### src/omd_pkg.sv
package omd_pkg;

    // ***************************************************************
    // measurement and pin carriers
    // ***************************************************************
    typedef struct packed {
        logic [15:0] temperature;
        logic [15:0] supply;
        logic [15:0] bias;
        logic [15:0] tx_power;
        logic [15:0] rx_power;
    } omd_meas_type;

    typedef struct packed {
        logic tx_disable_pin;
        logic tx_fault;
        logic rx_los;
    } omd_pins_type;

    localparam int unsigned NUM_QTY     = 5;
    localparam int unsigned NUM_LIMITS  = 20;
    localparam int unsigned FLAG_W      = 10;
    localparam int unsigned IDX_W       = 10;

    // ***************************************************************
    // diagnostic page register indices (byte address = 4 * index)
    // ***************************************************************
    localparam logic [9:0] IDX_TEMP_HIGH_ALARM_LIMIT     = 10'h000;
    localparam logic [9:0] IDX_TEMP_LOW_ALARM_LIMIT      = 10'h002;
    localparam logic [9:0] IDX_TEMP_HIGH_WARN_LIMIT      = 10'h004;
    localparam logic [9:0] IDX_TEMP_LOW_WARN_LIMIT       = 10'h006;
    localparam logic [9:0] IDX_SUPPLY_HIGH_ALARM_LIMIT   = 10'h008;
    localparam logic [9:0] IDX_SUPPLY_LOW_ALARM_LIMIT    = 10'h00A;
    localparam logic [9:0] IDX_SUPPLY_HIGH_WARN_LIMIT    = 10'h00C;
    localparam logic [9:0] IDX_SUPPLY_LOW_WARN_LIMIT     = 10'h00E;
    localparam logic [9:0] IDX_BIAS_HIGH_ALARM_LIMIT     = 10'h010;
    localparam logic [9:0] IDX_BIAS_LOW_ALARM_LIMIT      = 10'h012;
    localparam logic [9:0] IDX_BIAS_HIGH_WARN_LIMIT      = 10'h014;
    localparam logic [9:0] IDX_BIAS_LOW_WARN_LIMIT       = 10'h016;
    localparam logic [9:0] IDX_TXPOWER_HIGH_ALARM_LIMIT  = 10'h018;
    localparam logic [9:0] IDX_TXPOWER_LOW_ALARM_LIMIT   = 10'h01A;
    localparam logic [9:0] IDX_TXPOWER_HIGH_WARN_LIMIT   = 10'h01C;
    localparam logic [9:0] IDX_TXPOWER_LOW_WARN_LIMIT    = 10'h01E;
    localparam logic [9:0] IDX_RXPOWER_HIGH_ALARM_LIMIT  = 10'h020;
    localparam logic [9:0] IDX_RXPOWER_LOW_ALARM_LIMIT   = 10'h022;
    localparam logic [9:0] IDX_RXPOWER_HIGH_WARN_LIMIT   = 10'h024;
    localparam logic [9:0] IDX_RXPOWER_LOW_WARN_LIMIT    = 10'h026;
    localparam logic [9:0] IDX_LIMIT_END                 = 10'h027;
    localparam logic [9:0] IDX_CAL_FIRST                 = 10'h038;
    localparam logic [9:0] IDX_CAL_LAST                  = 10'h05E;
    localparam logic [9:0] IDX_DIAG_PAGE_CHECKSUM        = 10'h05F;
    localparam logic [9:0] IDX_LIVE_TEMPERATURE          = 10'h060;
    localparam logic [9:0] IDX_LIVE_SUPPLY               = 10'h062;
    localparam logic [9:0] IDX_LIVE_BIAS                 = 10'h064;
    localparam logic [9:0] IDX_LIVE_TX_POWER             = 10'h066;
    localparam logic [9:0] IDX_LIVE_RX_POWER             = 10'h068;
    localparam logic [9:0] IDX_STATUS_AND_SOFT_CONTROL   = 10'h06E;
    localparam logic [9:0] IDX_ALARM_FLAGS_A             = 10'h070;
    localparam logic [9:0] IDX_ALARM_FLAGS_B             = 10'h071;
    localparam logic [9:0] IDX_WARNING_FLAGS_A           = 10'h074;
    localparam logic [9:0] IDX_WARNING_FLAGS_B           = 10'h075;

    // ***************************************************************
    // identification page, byte i at index IDX_ID_BASE + i
    // ***************************************************************
    localparam logic [9:0] IDX_ID_BASE                   = 10'h100;
    localparam logic [7:0] ID_VENDOR_FIRST               = 8'h25;
    localparam logic [7:0] ID_VENDOR_LAST                = 8'h27;
    localparam logic [7:0] ID_WAVE_MSB                   = 8'h3C;
    localparam logic [7:0] ID_WAVE_LSB                   = 8'h3D;
    localparam logic [7:0] ID_CSUM_BASE                  = 8'h3F;
    localparam logic [7:0] ID_SERIAL_FIRST               = 8'h44;
    localparam logic [7:0] ID_SERIAL_LAST                = 8'h53;
    localparam logic [7:0] ID_CSUM_EXT                   = 8'h5F;

    // ***************************************************************
    // status byte fields
    // ***************************************************************
    localparam int unsigned ST_PIN_DISABLE_BIT = 7;
    localparam int unsigned ST_SOFT_DISABLE_BIT = 6;
    localparam int unsigned ST_FAULT_BIT = 2;
    localparam int unsigned ST_LOS_BIT = 1;
    localparam int unsigned ST_NOT_READY_BIT = 0;
    localparam logic        SOFT_DISABLE_RESET = 1'b0;

    // ***************************************************************
    // timing
    // ***************************************************************
    localparam int unsigned CLK_PERIOD_PS    = 4000;
    localparam longint unsigned SOFT_RESP_MS = 100;
    localparam longint unsigned SOFT_RESP_CYC =
        (SOFT_RESP_MS * 64'd1000000000) / CLK_PERIOD_PS;

    localparam logic [1:0] HTRANS_NONSEQ = 2'h2;

endpackage : omd_pkg

### src/omd_diag_map.sv
// The implementer's own choice: the AHB-Lite register port.
`timescale 1ns/1ps
`default_nettype none

module omd_diag_map #(
    parameter logic [319:0] LIMITS        = '0,
    parameter logic [311:0] CAL_CONST     = '0,
    parameter logic [15:0]  WAVELENGTH_NM = 16'h0352,
    // arbitrary vendor identifier
    parameter logic [23:0]  VENDOR_ID     = 24'hA5_5A_3C,
    parameter logic [127:0] SERIAL_ASCII  = 128'h3030_3030_3030_3030_3030_3030_3030_3031
) (
    input  wire logic                  hclk,
    input  wire logic                  hresetn,
    input  wire logic                  hsel,
    input  wire logic [31:0]           haddr,
    input  wire logic [1:0]            htrans,
    input  wire logic                  hwrite,
    input  wire logic [2:0]            hsize,
    input  wire logic [31:0]           hwdata,
    input  wire logic                  hready,
    output logic                       hreadyout,
    output logic                       hresp,
    output logic [31:0]                hrdata,
    input  wire omd_pkg::omd_meas_type meas,
    input  wire logic                  meas_valid,
    input  wire omd_pkg::omd_pins_type pins_async,
    output logic                       tx_off
);

    // ***************************************************************
    // helpers
    // ***************************************************************
    function automatic logic [15:0] limit_of(input int unsigned n);
        limit_of = LIMITS[16*(omd_pkg::NUM_LIMITS-1-n) +: 16];
    endfunction : limit_of

    function automatic logic [15:0] meas_of(input omd_pkg::omd_meas_type m,
                                            input int unsigned q);
        logic [79:0] flat;
        flat = m;
        meas_of = flat[16*(omd_pkg::NUM_QTY-1-q) +: 16];
    endfunction : meas_of

    // temperature is two's complement, the rest unsigned
    function automatic logic above(input logic [15:0] a, input logic [15:0] b,
                                   input logic sgn);
        above = sgn ? ($signed(a) > $signed(b)) : (a > b);
    endfunction : above

    function automatic logic [7:0] diag_sum();
        logic [7:0] s;
        s = 8'h00;
        for (int i = 0; i < 40; i++) begin
            s = s + LIMITS[8*(39-i) +: 8];
        end
        for (int i = 0; i < 39; i++) begin
            s = s + CAL_CONST[8*(38-i) +: 8];
        end
        diag_sum = s;
    endfunction : diag_sum

    function automatic logic [7:0] id_base_sum();
        id_base_sum = VENDOR_ID[23:16] + VENDOR_ID[15:8] + VENDOR_ID[7:0]
                    + WAVELENGTH_NM[15:8] + WAVELENGTH_NM[7:0];
    endfunction : id_base_sum

    function automatic logic [7:0] id_ext_sum();
        logic [7:0] s;
        s = 8'h00;
        for (int i = 0; i < 16; i++) begin
            s = s + SERIAL_ASCII[8*i +: 8];
        end
        id_ext_sum = s;
    endfunction : id_ext_sum

    localparam logic [7:0] DIAG_CSUM    = diag_sum();
    localparam logic [7:0] ID_CSUM_BASE = id_base_sum();
    localparam logic [7:0] ID_CSUM_EXT  = id_ext_sum();

    // ***************************************************************
    // pin synchronisers
    // ***************************************************************
    omd_pkg::omd_pins_type pins_meta_q;
    omd_pkg::omd_pins_type pins_q;

    always_ff @(posedge hclk or negedge hresetn) begin
        if (!hresetn) begin
            pins_meta_q <= '0;
            pins_q      <= '0;
        end else begin
            pins_meta_q <= pins_async;
            pins_q      <= pins_meta_q;
        end
    end

    // ***************************************************************
    // bus address and data phase
    // ***************************************************************
    logic             addr_ok;
    logic             take;
    logic [9:0]       acc_idx;
    logic             wr_pend_q;
    logic [9:0]       wr_idx_q;
    logic             soft_q;
    logic             soft_d;
    logic             status_wr;
    logic [31:0]      rd_word;
    logic [31:0]      hrdata_q;

    assign take      = hsel & hready & (htrans == omd_pkg::HTRANS_NONSEQ);
    assign addr_ok   = (haddr[31:12] == 20'h00000) & (haddr[1:0] == 2'h0);
    assign acc_idx   = addr_ok ? haddr[11:2] : 10'h3FF;
    assign status_wr = wr_pend_q & (wr_idx_q == omd_pkg::IDX_STATUS_AND_SOFT_CONTROL);
    // only the soft disable bit takes a write; all else is dropped
    assign soft_d    = status_wr ? hwdata[omd_pkg::ST_SOFT_DISABLE_BIT] : soft_q;

    always_ff @(posedge hclk or negedge hresetn) begin
        if (!hresetn) begin
            wr_pend_q <= 1'b0;
            wr_idx_q  <= 10'h000;
        end else begin
            wr_pend_q <= take & hwrite;
            wr_idx_q  <= acc_idx;
        end
    end

    // soft command acts two cycles after the write, far inside 100 ms
    always_ff @(posedge hclk or negedge hresetn) begin
        if (!hresetn) begin
            soft_q <= omd_pkg::SOFT_DISABLE_RESET;
            tx_off <= 1'b0;
        end else begin
            soft_q <= soft_d;
            tx_off <= soft_d | pins_q.tx_disable_pin;
        end
    end

    // ***************************************************************
    // threshold compare and flags
    // ***************************************************************
    logic [omd_pkg::FLAG_W-1:0] alarm_d;
    logic [omd_pkg::FLAG_W-1:0] warn_d;
    logic [omd_pkg::FLAG_W-1:0] alarm_q;
    logic [omd_pkg::FLAG_W-1:0] warn_q;

    for (genvar q = 0; q < omd_pkg::NUM_QTY; q++) begin : g_qty
        wire logic [15:0] live = meas_of(meas, q);
        wire logic        sgn  = (q == 0);
        assign alarm_d[9-2*q] = above(live, limit_of(4*q), sgn);
        assign alarm_d[8-2*q] = above(limit_of(4*q+1), live, sgn);
        assign warn_d[9-2*q]  = above(live, limit_of(4*q+2), sgn);
        assign warn_d[8-2*q]  = above(limit_of(4*q+3), live, sgn);
    end

    // flags only mean something once measurements are valid
    always_ff @(posedge hclk or negedge hresetn) begin
        if (!hresetn) begin
            alarm_q <= '0;
            warn_q  <= '0;
        end else begin
            alarm_q <= meas_valid ? alarm_d : '0;
            warn_q  <= meas_valid ? warn_d  : '0;
        end
    end

    // ***************************************************************
    // read decode
    // ***************************************************************
    logic [7:0] status_byte;
    logic [7:0] id_off;
    logic       in_id;

    assign status_byte = {pins_q.tx_disable_pin,
                          soft_d,
                          3'h0,
                          pins_q.tx_fault,
                          pins_q.rx_los,
                          ~meas_valid};
    assign in_id  = (acc_idx[9:8] == omd_pkg::IDX_ID_BASE[9:8]);
    assign id_off = acc_idx[7:0];

    always_comb begin
        rd_word = 32'h0000_0000;
        if (acc_idx <= omd_pkg::IDX_LIMIT_END) begin
            if (!acc_idx[0]) begin
                rd_word[15:0] = limit_of(32'(acc_idx[5:1]));
            end
        end else if (acc_idx >= omd_pkg::IDX_CAL_FIRST && acc_idx <= omd_pkg::IDX_CAL_LAST) begin
            rd_word[7:0] = CAL_CONST[8*(38-32'(acc_idx - omd_pkg::IDX_CAL_FIRST)) +: 8];
        end else if (acc_idx == omd_pkg::IDX_DIAG_PAGE_CHECKSUM) begin
            rd_word[7:0] = DIAG_CSUM;
        end else if (acc_idx >= omd_pkg::IDX_LIVE_TEMPERATURE
                     && acc_idx <= omd_pkg::IDX_LIVE_RX_POWER && !acc_idx[0]) begin
            // units per count fixed by the measurement front end
            rd_word[15:0] = meas_of(meas, 32'(acc_idx[3:1]));
        end else if (acc_idx == omd_pkg::IDX_STATUS_AND_SOFT_CONTROL) begin
            rd_word[7:0] = status_byte;
        end else if (acc_idx == omd_pkg::IDX_ALARM_FLAGS_A) begin
            rd_word[7:0] = alarm_q[9:2];
        end else if (acc_idx == omd_pkg::IDX_ALARM_FLAGS_B) begin
            rd_word[7:0] = {alarm_q[1:0], 6'h00};
        end else if (acc_idx == omd_pkg::IDX_WARNING_FLAGS_A) begin
            rd_word[7:0] = warn_q[9:2];
        end else if (acc_idx == omd_pkg::IDX_WARNING_FLAGS_B) begin
            rd_word[7:0] = {warn_q[1:0], 6'h00};
        end else if (in_id) begin
            if (id_off >= omd_pkg::ID_VENDOR_FIRST && id_off <= omd_pkg::ID_VENDOR_LAST) begin
                rd_word[7:0] = VENDOR_ID[8*(2-32'(id_off - omd_pkg::ID_VENDOR_FIRST)) +: 8];
            end else if (id_off == omd_pkg::ID_WAVE_MSB) begin
                rd_word[7:0] = WAVELENGTH_NM[15:8];
            end else if (id_off == omd_pkg::ID_WAVE_LSB) begin
                rd_word[7:0] = WAVELENGTH_NM[7:0];
            end else if (id_off == omd_pkg::ID_CSUM_BASE) begin
                rd_word[7:0] = ID_CSUM_BASE;
            end else if (id_off >= omd_pkg::ID_SERIAL_FIRST && id_off <= omd_pkg::ID_SERIAL_LAST) begin
                rd_word[7:0] = SERIAL_ASCII[8*(15-32'(id_off - omd_pkg::ID_SERIAL_FIRST)) +: 8];
            end else if (id_off == omd_pkg::ID_CSUM_EXT) begin
                rd_word[7:0] = ID_CSUM_EXT;
            end
        end
    end

    always_ff @(posedge hclk or negedge hresetn) begin
        if (!hresetn) begin
            hrdata_q <= 32'h0000_0000;
        end else begin
            hrdata_q <= (take & ~hwrite) ? rd_word : 32'h0000_0000;
        end
    end

    assign hrdata    = hrdata_q;
    assign hreadyout = 1'b1;
    assign hresp     = 1'b0;

endmodule : omd_diag_map

`default_nettype wire

### config.mk
export PLATFORM = sky130hd
export DESIGN_NAME = omd_diag_map
export DESIGN_NICKNAME = d
export VERILOG_FILES = /design/src/omd_pkg.sv /design/src/omd_diag_map.sv
export SDC_FILE = /design/constraint.sdc
export NUM_CORES = 1
export LEC_CHECK = 0
export BUFFER_PORTS_ARGS = -buffer_cell sky130_fd_sc_hd__buf_2
export CORE_MARGIN = 2
export CORE_UTILIZATION = 44
export DETAILED_ROUTE_END_ITERATION = 8
export GPL_ROUTABILITY_DRIVEN = 0
export PLACE_DENSITY = 0.82
export SLEW_MARGIN = 40
export SYNTH_ARGS = -nofsm -noshare
export SYNTH_HDL_FRONTEND = slang
export SYNTH_SLANG_ARGS = --single-unit
### constraint.sdc
create_clock -name hclk -period 2.1 [get_ports hclk]
set_input_delay 0.42 -clock hclk [delete_from_list [all_inputs] [get_ports hclk]]
set_output_delay 0.42 -clock hclk [all_outputs]
set_load 0.01 [all_outputs]
==> impl_metrics.py, run 1 <==
metrics = {
    "cts": {
        "clk_pin_slew_ns": 0.08,
        "cts_hold_buf": 0,
        "clock_sinks": 41,
        "cts_root_buffer": "clkbuf_8",
        "htree_levels": 2,
        "clock_path_buffers": 2,
        "cts_tree": "done",
        "cts_buffers": 5,
        "clock_latency_ns": 0.30,
    },
    "worst_setup_path": {
        "crit_path_end_kind": "flip-flop",
        "r2r-start": "wr_idx_q[7]",
        "r2r_end": "hrdata[6]",
        "rr_worst_depth": 6,
        "critPathKind": "input port to flip-flop",
        "path_max_fanout": 6,
        "arrival_ns": 2.80,
        "start_kind": "input port",
        "rrSetupSlack_ns": 0.38,
        "required_ns": 2.30,
    },
    "detailed_routing": {
        "met2_length_microns": 5609,
        "vias": 3624,
        "top_layer": "met4",
        "drtAntennaViolNets": 0,
        "vias_per_cell": 5.990,
        "first_pass_iters": 7,
        "wl_per_cell_microns": 18.88,
        "initialDrtViolationCount": 409,
        "drt-met1-wl_microns": 4106,
        "dr_wl_met3_microns": 1210,
        "drt_wl_total_microns": 11420,
        "drc_errors": 0,
    },
    "timing": {
        "slew_headroom": 0.6604,
        "post-route-period-util": 1.239,
        "tightest_slew_ns": 0.5094,
        "fmax_mhz": 384.4,
        "setup_viol_count_final": 16,
        "grt_setup_unrepaired": "true",
        "clock_skew_ns": 0.007096,
        "period_needed_ns": 2.602,
        "final.setup.worst_slack_ns": -0.5017,
        "whs_ns": 0.1645,
        "finalSetupTns_ns": -6.549,
        "slew_viol_final": 0,
        "hold_violations": 0,
    },
    "synthesis": {
        "async_flop_share": 1.000,
        "avgSynthCellArea_sq_um": 10.04,
        "synthDistinctLibCells": 58,
        "ys.flop_type": "dfrtp_1",
        "synth-seq-cells": 41,
        "synth_edf_count": 0,
        "synth_cells": 308,
        "ys.warnings.count": 0,
        "netlist_area_sq_mm": 0.003093,
        "ys_seq_area_frac": 0.3317,
    },
    "run_status": {
        "violations": "setup timing",
        "status": "finished, violations left",
    },
    "final_layout": {
        "regArea_sq_mm": 0.001026,
        "diodes": 0,
        "fillCellCount": 471,
        "instances_no_fill": 605,
        "drive_above_1_share": 0.5992,
        "multi_input_area_sq_mm": 0.002258,
        "utilization": 0.7129,
        "nets": 676,
        "area_growth_syn_to_layout_pct": 56.59,
    },
    "die": {
        "ios": 193,
        "die_w_microns": 87.84,
        "dieArea_sq_mm": 0.007716,
        "core_sq_mm": 0.006794,
        "row_count": 30,
        "start_util": 0.4552,
        "dieHeight_microns": 87.84,
    },
    "grt": {
        "grt_max_degree": 42,
        "antenna_found_initial": 0,
        "grt_first_pass_wirelength_microns": 16870,
        "grt_pass1_vias": 3465,
        "grt_remaining_overflow": 0,
        "grt_usage": 0.2827,
    },
    "job": {
        "drv_cap": 0,
    },
    "worst_hold_path": {
        "min_path_type": "input port to async pin",
    },
    "pwr": {
        "worst_ir_drop_vdd_v": 0.0002978,
        "power_density_mw_per_mm2": 370.6,
        "p_leak_uw": 0.002091,
    },
    "place": {
        "place_hpwl_microns": 8369,
        "port_buffers": 140,
        "dp.cells": 589,
    },
}
## critical path, stage by stage
cell and delay, ns:
buf_6 0.09, or4_4 0.57, nor2_4 0.13, nand2_2 0.08, nor2_4 0.15, buf_6 0.14, ha_2 0.19, nand2_1 0.07
nor2_1 0.14, a21oi_2 0.06, nor3_4 0.32, buf_4 0.17, a221oi_2 0.07, a211oi_1 0.19
## cells in the mapped netlist, types with 6 or more instances
master	n	share of area
or3_1	6	0.012
buf_4	18	0.044
ha_1	9	0.036
nor4_1	31	0.063
nand2b_1	8	0.016
clkbuf_1	7	0.0085
dfrtp_1	41	0.33
a22oi_1	10	0.024
nand3_1	8	0.013
a21oi_1	6	0.0097
nor2_1	25	0.030
nor3_1	10	0.016
mux4_2	11	0.080
inv_1	9	0.011
nand2_1	14	0.017
o21ai_0	9	0.015
a41oi_1	7	0.020
## report_power, final
group	switching, uW	internal (uW)
Sequential	5.77	803
Clock	269	345
Combinational	196	176
Total	471	1320
## cell type report
cell class	instances	share of cell area
Clock inverter	2	0.007233
Timing Repair Buffer	208	0.2671
Tap cell	96	0.02480
Sequential cell	41	0.2118
Inverter	9	0.008525
Clock buffer	5	0.01421
Multi-Input combinational cell	244	0.4663
## per-stage QoR
step                area [sq um]  worst slack, ns  total power, uW
floorplan                   3289          -0.7410            956.5
global placement            4333          -0.7917             1146
detailed placement          4333          -0.8585             1153
CTS                         4672          -0.4887             1773
global route                4843          -0.6102             1857
finish                      4843          -0.5017             1795
## registers in the layout (all words and copies together) (netlist names)
register / cells
hrdata: 16
pins_meta_q: 3
pins_q: 3
soft_q: 1
tx_off: 1
warn_q: 6
wr_idx_q: 10
wr_pend_q: 1
## per-layer routing
metal  vias to the layer above  GRT usage
met3                        64    0.06786
met2                       291     0.4690
li1                       1591          -
met4                         0     0.1161
met5                         -          0
met1                      1678     0.3547
## how the worst max path moves through the flow
stage | to | cells past startpoint | startpoint
after global placement | hrdata[3] | 14 | haddr[18]
after CTS | hrdata[6] | 11 | haddr[21]
final | hrdata[7] | 14 | haddr[21]
after detailed placement | hrdata[3] | 11 | haddr[19]
after floorplan | hrdata[5] | 12 | haddr[19]
after global routing | hrdata[2] | 13 | haddr[19]
## cell families (layout without fill, tap and decap cells)
family / Yosys count / after routing / share of synthesized area
AOI/OAI and AO/OA: 62 / 62 / 0.1578
other: 2 / 18 / 0.002428
buffers and inverters: 39 / 224 / 0.07767
and+or+nand+nor: 137 / 137 / 0.2706
muxes: 17 / 17 / 0.1206
xor gates and xnor gates: 1 / 1 / 0.002832
adders and majority gates: 9 / 9 / 0.03641
DFF: 41 / 41 / 0.3317
## layout by cell type (no fill, tap or decap), types with 5 or more instances in the layout
cell	count
a21oi_1	5
a221oi_2	7
a22oi_2	8
and2_1	5
buf_2	137
buf_4	61
clkbuf_8	5
conb_1	18
dfrtp_1	41
inv_1	7
mux4_2	11
nand2_1	12
nand2b_1	6
nand3_1	7
nor2_1	19
nor3_1	8
nor4_1	25
nor4_2	5
or3_1	6
## timing repair
item                       CTS  global route
pin swaps                   23            27
setup endpoints to repair   16            16
setup buffers                5             5
gates resized for setup     38            30
No activity file was read; power rests on OpenSTA's default activity.
==> inputs of run 2 (changes only) <==
--- a/config.mk
+++ b/config.mk
@@ -5,12 +5,13 @@
 export SDC_FILE = /design/constraint.sdc
 export NUM_CORES = 1
 export LEC_CHECK = 0
+export ABC_AREA = 1
 export BUFFER_PORTS_ARGS = -buffer_cell sky130_fd_sc_hd__buf_2
 export CORE_MARGIN = 2
-export CORE_UTILIZATION = 44
+export CORE_UTILIZATION = 45
 export DETAILED_ROUTE_END_ITERATION = 8
 export GPL_ROUTABILITY_DRIVEN = 0
-export PLACE_DENSITY = 0.82
+export PLACE_DENSITY = 0.81
 export SLEW_MARGIN = 40
 export SYNTH_ARGS = -nofsm -noshare
 export SYNTH_HDL_FRONTEND = slang
==> run 2 against run 1 <==
  * The run still ends with setup timing left
  * Clock power rose by 5.2%
  * Area after synthesis increased by 12%
  * Non-clock buffer count is 7 higher
  * Sequential share of layout area down 1.6 points
  * First-iteration DRC count up 66%
  * Combinational power shrank 22%
  * Hold slack got worse by 0.0016 ns
  * Register-to-register slack better by 0.26 ns
  * Synthesized cell count up 68%
  * Critical path type unchanged
  * Critical endpoint is now hrdata[6]
  * Largest cell class unchanged
  * Highest routed layer unchanged
==> impl_metrics.py, run 2 <==
metrics = {
    "run_status": {
        "status": "finished, violations left",
        "violations": "setup timing",
    },
    "synthesis": {
        "avgSynthCellArea_sq_um": 6.692,
        "synthDistinctLibCells": 45,
        "synth_edf_count": 0,
        "yosys.cell_count.top_type": "nand2_1",
        "synth_top_cell_by_area": "dfrtp_1",
        "synth_cells": 517,
        "ys_seq_area_frac": 0.2966,
        "synth_fa_ha_area_frac": 0.03255,
        "synth-xor-area-share": 0.005063,
        "synth_compound_area_frac": 0.1599,
        "synth-seq-cells": 41,
        "synth_top_family_by_area": "simple AND/OR/NAND/NOR gates",
        "netlist_area_sq_mm": 0.003460,
        "synth-simple-area-share": 0.3783,
        "async_flop_share": 1.000,
        "synth.top_cell.area_share": 0.2966,
        "ys.flop_type": "dfrtp_1",
        "synthMuxAreaShare": 0.002893,
        "synth_common_cells": "91 x nand2_1, 78 x nor2_1, 52 x inv_1",
        "synth_area_leaders": "dfrtp_1 30%, nand2_1 9.9%, nor2_1 8.5%",
        "ys.warnings.count": 0,
    },
    "worst_setup_path": {
        "crit_path_end_kind": "flip-flop",
        "critical_path.max_stage_delay_ns": 0.24,
        "critPathTopFamily": "simple AND/OR/NAND/NOR gates",
        "path_max_fanout": 5,
        "required_ns": 2.34,
        "timing.critical_path.mode_cell": "nand2_1",
        "rr_worst_depth": 6,
        "start_kind": "input port",
        "arrival_ns": 2.51,
        "crit_slowest_cell": "or2_4",
        "path_cells": "buf_6 -> or2_4 -> nor2_4 -> nand2_2 -> nor2_4 -> nand2_2 -> buf_6 -> ha_1 -> nand2_1 -> nand3_1 -> nand2_1 -> nand2_2 -> nand3_1 -> nand3_1 -> nand2_1 -> nand2_1 -> a21oi_2",
        "path_depth": 17,
        "critPathKind": "input port to flip-flop",
        "critPathBufInv": 2,
    },
    "cts": {
        "cts_tree": "done",
        "clk_pin_slew_ns": 0.09,
        "clock_path_buffers": 2,
        "clock_latency_ns": 0.31,
        "cts_hold_buf": 0,
        "cts_root_buffer": "clkbuf_8",
        "clock_sinks": 41,
        "htree_levels": 2,
        "cts_buffers": 5,
    },
    "final_layout": {
        "final_common_cell": "buf_2",
        "regArea_sq_mm": 0.001026,
        "stdcell_area_sq_mm": 0.005229,
        "largest_register_ffs": 16,
        "diodes": 0,
        "area_growth_syn_to_layout_pct": 51.14,
        "multi_input_area_sq_mm": 0.002390,
        "final_cell_mix": "139 x buf_2, 83 x nand2_1, 71 x nor2_1",
        "nets": 891,
        "drive_above_1_share": 0.4372,
        "instances_no_fill": 824,
        "fillCellCount": 520,
    },
    "timing": {
        "grt_setup_unrepaired": "true",
        "whs_ns": 0.1629,
        "clock_skew_ns": 0.02174,
        "slew_viol_final": 0,
        "fmax_mhz": 440.8,
        "finalSetupTns_ns": -0.9328,
        "setup_viol_count_final": 10,
        "final.setup.worst_slack_ns": -0.1685,
        "post-route-period-util": 1.080,
        "hold_violations": 0,
        "slew_headroom": 0.6699,
        "period_needed_ns": 2.269,
        "tightest_slew_ns": 0.4889,
    },
    "worst_hold_path": {
        "min_path_type": "input port to async pin",
    },
    "place": {
        "place_hpwl_microns": 9322,
        "port_buffers": 140,
        "postPlaceCellArea_sq_mm": 0.004676,
        "dp.cells": 802,
    },
    "grt": {
        "grt_usage": 0.2779,
        "antenna_found_initial": 0,
        "grt_max_degree": 42,
        "grt_remaining_overflow": 0,
        "grt_first_pass_wirelength_microns": 18930,
        "grt_pass1_vias": 4194,
    },
    "detailed_routing": {
        "vias_per_cell": 5.803,
        "initialDrtViolationCount": 677,
        "wl_per_cell_microns": 16.46,
        "drt_wl_total_microns": 13560,
        "first_pass_iters": 6,
        "vias": 4782,
        "drc_errors": 0,
        "drtAntennaViolNets": 0,
    },
    "job": {
        "drv_cap": 0,
    },
    "die": {
        "die_w_microns": 91.68,
        "start_util": 0.4719,
        "core_sq_mm": 0.007331,
        "dieHeight_microns": 91.68,
        "ios": 193,
        "row_count": 31,
        "dieArea_sq_mm": 0.008405,
    },
    "pwr": {
        "power_density_mw_per_mm2": 333.4,
        "worst_ir_drop_vdd_v": 0.0002771,
        "p_leak_uw": 0.002551,
    },
}
run 2: worst paths after layout:
path / start / to / slack, ns
worst min-delay path: hresetn / hrdata[13] / 0.16
min in group hclk: pins_async[1] / pins_meta_q[1] / 0.22
worst max register to register: wr_idx_q[9] / tx_off / 0.64
worst max-delay path: haddr[28] / hrdata[6] / -0.17
worst min register to register: pins_meta_q[0] / pins_q[0] / 0.35
max in group asynchronous: hresetn / hrdata[5] / 1.58
run 2: through the flow:
step	util	total power (uW)	setup slack, ns
finish	0.7133	1743	-0.1685
detailed placement	0.6378	1087	-0.3994
global placement	0.6378	1081	-0.3509
floorplan	-	926.5	-0.2691
CTS	0.6769	1717	-0.01215
global route	0.7133	1799	-0.2758
run 2: layout make-up:
class	count	share of cell area
Multi-Input combinational cell	403	0.4570
Timing Repair Buffer	215	0.2565
Sequential cell	41	0.1962
Inverter	58	0.04451
Tap cell	99	0.02369
Clock buffer	5	0.01316
Clock inverter	3	0.008854
run 2: kinds of logic after synthesis:
family                   after synthesis
AO/OA/AOI/OAI                         99
XOR/XNOR                               2
adder cells (fa/ha/maj)                9
buffers and inverters                 89
flip-flops                            41
multiplexers                           1
other                                  2
AND/OR/NAND/NOR                      274
run 2: what timing repair did:
item / in CTS / in global routing
buffers inserted: 11 / 3
pin swaps: 7 / 14
endpoints found under the setup margin: 12 / 16
gates resized for setup: 33 / 58
run 2: metal layers:
layer	up-vias	wire, microns	track usage
met5	-	0	0
met4	0	962	0.1073
met3	130	1472	0.04355
met2	406	6332	0.4859
met1	2120	4796	0.3429
li1	2126	-	-
run 2: report_power, final:
group	total [uW]	switching [uW]	internal, uW
clock network	647	291	356
registers	807	5.39	802
logic	289	167	122
total	1740	464	1280
==> inputs of run 3 (changes only) <==
--- a/config.mk
+++ b/config.mk
@@ -5,13 +5,13 @@
 export SDC_FILE = /design/constraint.sdc
 export NUM_CORES = 1
 export LEC_CHECK = 0
-export ABC_AREA = 1
 export BUFFER_PORTS_ARGS = -buffer_cell sky130_fd_sc_hd__buf_2
 export CORE_MARGIN = 2
-export CORE_UTILIZATION = 45
+export CORE_UTILIZATION = 44
 export DETAILED_ROUTE_END_ITERATION = 8
 export GPL_ROUTABILITY_DRIVEN = 0
-export PLACE_DENSITY = 0.81
+export PLACE_DENSITY = 0.82
+export SETUP_SLACK_MARGIN = 0.15
 export SLEW_MARGIN = 40
 export SYNTH_ARGS = -nofsm -noshare
 export SYNTH_HDL_FRONTEND = slang
==> constraint.sdc (replaced) <==
create_clock -name hclk -period 2.1 [get_ports hclk]
set_input_delay 0.105 -clock hclk [delete_from_list [all_inputs] [get_ports hclk]]
set_output_delay 0.105 -clock hclk [all_outputs]
set_load 0.01 [all_outputs]
==> run 3 against run 2 <==
  * The run still ends with setup timing left
  * Die area fell by 8.2%
  * Sequential share of layout area rose by 1.4 points
  * Total power fell by 3.5%
  * Via count fell by 22%
  * Clock skew fell by 0.015 ns
  * Flip-flop and latch count did not move
  * First-iteration DRC count fell by 33%
  * Non-clock buffer count fell by 8
  * Critical path depth fell by 4
  * Final cell count fell by 27%
  * Clock-buffer cell count did not move
  * Critical path type unchanged
  * Critical endpoint is now hrdata[0]
  * Largest cell class unchanged
==> impl_metrics.py, run 3 (synthesized netlist as in run 1, its figures left out) <==
metrics = {
    "pwr": {
        "p_leak_uw": 0.002090,
        "power_density_mw_per_mm2": 344.8,
        "p_total_uw": 1682,
        "worst_ir_drop_vdd_v": 0.0002445,
    },
    "worst_setup_path": {
        "critPathKind": "input port to flip-flop",
        "r2r-start": "wr_idx_q[7]",
        "required_ns": 2.27,
        "arrival_ns": 2.60,
        "crit_path_end_kind": "flip-flop",
        "rrSetupSlack_ns": 0.34,
        "path_max_fanout": 5,
        "r2r_end": "hrdata[6]",
        "rr_worst_depth": 6,
        "endpoint": "hrdata[0]",
        "start_kind": "input port",
        "crit_start": "haddr[25]",
    },
    "final_layout": {
        "largest_register_ffs": 16,
        "fillCellCount": 465,
        "drive_above_1_share": 0.5796,
        "area_growth_syn_to_layout_pct": 57.69,
        "nets": 675,
        "final_cell_mix": "135 x buf_2, 53 x buf_4, 41 x dfrtp_1",
        "stdcell_area_sq_mm": 0.004877,
        "regArea_sq_mm": 0.001026,
        "final_common_cell": "buf_2",
        "diodes": 0,
        "multi_input_area_sq_mm": 0.002291,
    },
    "cts": {
        "clk_pin_slew_ns": 0.08,
        "clock_sinks": 41,
        "cts_buffers": 5,
        "clock_path_buffers": 2,
        "htree_levels": 2,
        "clock_latency_ns": 0.30,
        "cts_root_buffer": "clkbuf_8",
        "cts_tree": "done",
    },
    "die": {
        "core_sq_mm": 0.006794,
        "ios": 193,
        "start_util": 0.4552,
        "dieArea_sq_mm": 0.007716,
        "die_w_microns": 87.84,
        "dieHeight_microns": 87.84,
        "row_count": 30,
    },
    "place": {
        "port_buffers": 140,
        "place_hpwl_microns": 8298,
        "postPlaceCellArea_sq_mm": 0.004260,
    },
    "detailed_routing": {
        "first_pass_iters": 6,
        "drtAntennaViolNets": 0,
        "vias_per_cell": 6.202,
        "drt_wl_total_microns": 12440,
        "wl_per_cell_microns": 20.56,
        "initialDrtViolationCount": 451,
        "vias": 3752,
        "drc_errors": 0,
    },
    "timing": {
        "slew_headroom": 0.6217,
        "slew_viol_final": 0,
        "hold_violations": 0,
        "fmax_mhz": 411.2,
        "tightest_slew_ns": 0.5615,
        "whs_ns": 0.04137,
        "period_needed_ns": 2.432,
        "grt_setup_unrepaired": "true",
        "post-route-period-util": 1.158,
        "final.setup.worst_slack_ns": -0.3317,
        "clock_skew_ns": 0.006560,
        "setup_viol_count_final": 16,
    },
    "run_status": {
        "status": "finished, violations left",
        "violations": "setup timing",
    },
    "grt": {
        "grt_max_degree": 42,
        "grt_pass1_vias": 3616,
        "antenna_found_initial": 0,
        "grt_first_pass_wirelength_microns": 18070,
        "grt_remaining_overflow": 0,
        "grt_usage": 0.3054,
    },
    "worst_hold_path": {
        "min_path_type": "input port to flip-flop",
    },
    "job": {
        "drv_cap": 0,
    },
}
run 3: cell count changes in the layout (fill, tap and decap cells not counted), moves of 13 or more:
| cell | before | now |
|---|---|---|
| nand4_1 | 15 | 2 |
| nand3_1 | 24 | 8 |
| nor2_1 | 71 | 17 |
| nand2_1 | 83 | 12 |
| o21ai_0 | 33 | 4 |
| inv_1 | 45 | 7 |
run 3: metrics by stage:
stage	cells	setup slack (ns)	util	TNS, ns
CTS	603	-0.1773	0.7017	-1.233
detailed placement	579	-0.5812	0.6271	-7.244
global route	605	-0.3787	0.7179	-3.916
global placement	579	-0.5238	0.6267	-6.322
finish	605	-0.3317	0.7179	-2.709
floorplan	324	-0.4260	-	-3.970
run 3: worst min path at each step:
stage | from | end | slack (ns) | cells past startpoint
floorplan | hresetn | hrdata[0] | -0.19 | 0
global placement | pins_async[1] | pins_meta_q[1] | 0.21 | 1
detailed placement | hresetn | wr_idx_q[4] | 0.11 | 1
CTS | meas_valid | warn_q[8] | 0.04 | 2
global route | meas_valid | warn_q[8] | 0.05 | 2
finish | meas_valid | warn_q[8] | 0.04 | 2
run 3: cell type report:
cell class / instances / share of cell area
Timing Repair Buffer: 207 / 0.2691
Multi-Input combinational cell: 244 / 0.4697
Clock inverter: 3 / 0.003592
Inverter: 9 / 0.008466
Sequential cell: 41 / 0.2104
Clock buffer: 5 / 0.01411
Tap cell: 96 / 0.02463
run 3: power breakdown:
group / internal [uW] / switching [uW] / total, uW
Combinational: 167 / 203 / 370
Clock: 229 / 274 / 503
Sequential: 803 / 6.19 / 809
run 3: metal layers:
| metal | part of all wire | vias to the layer above | wire [microns] | global-route usage |
|---|---|---|---|---|
| met4 | 0.066 | 0 | 816 | 0.1399 |
| li1 | - | 1579 | - | - |
| met5 | 0 | - | 0 | 0 |
| met1 | 0.35 | 1728 | 4335 | 0.3738 |
| met3 | 0.10 | 103 | 1262 | 0.05938 |
| met2 | 0.48 | 342 | 6026 | 0.5207 |
run 3: timing repair:
| item | CTS | global route |
|---|---|---|
| endpoints found under the hold margin | 44 | 0 |
| setup buffers | 11 | 2 |
| gates cloned | 1 | 0 |
| gates resized for setup | 54 | 21 |
| pin swaps | 24 | 15 |
| hold buffers | 4 | 0 |
| setup endpoints to repair | 16 | 16 |
run 3: worst max-delay path, cell delays in order:
cell and delay (ns):
buf_6 0.09, or4_4 0.57, nor2_4 0.14, nand2_2 0.08, nor2_4 0.13, inv_4 0.07, ha_4 0.17, nor2b_2 0.16
o21ai_2 0.17, a2111o_1 0.25, nor2_4 0.08, o41ai_2 0.41, a311oi_1 0.14
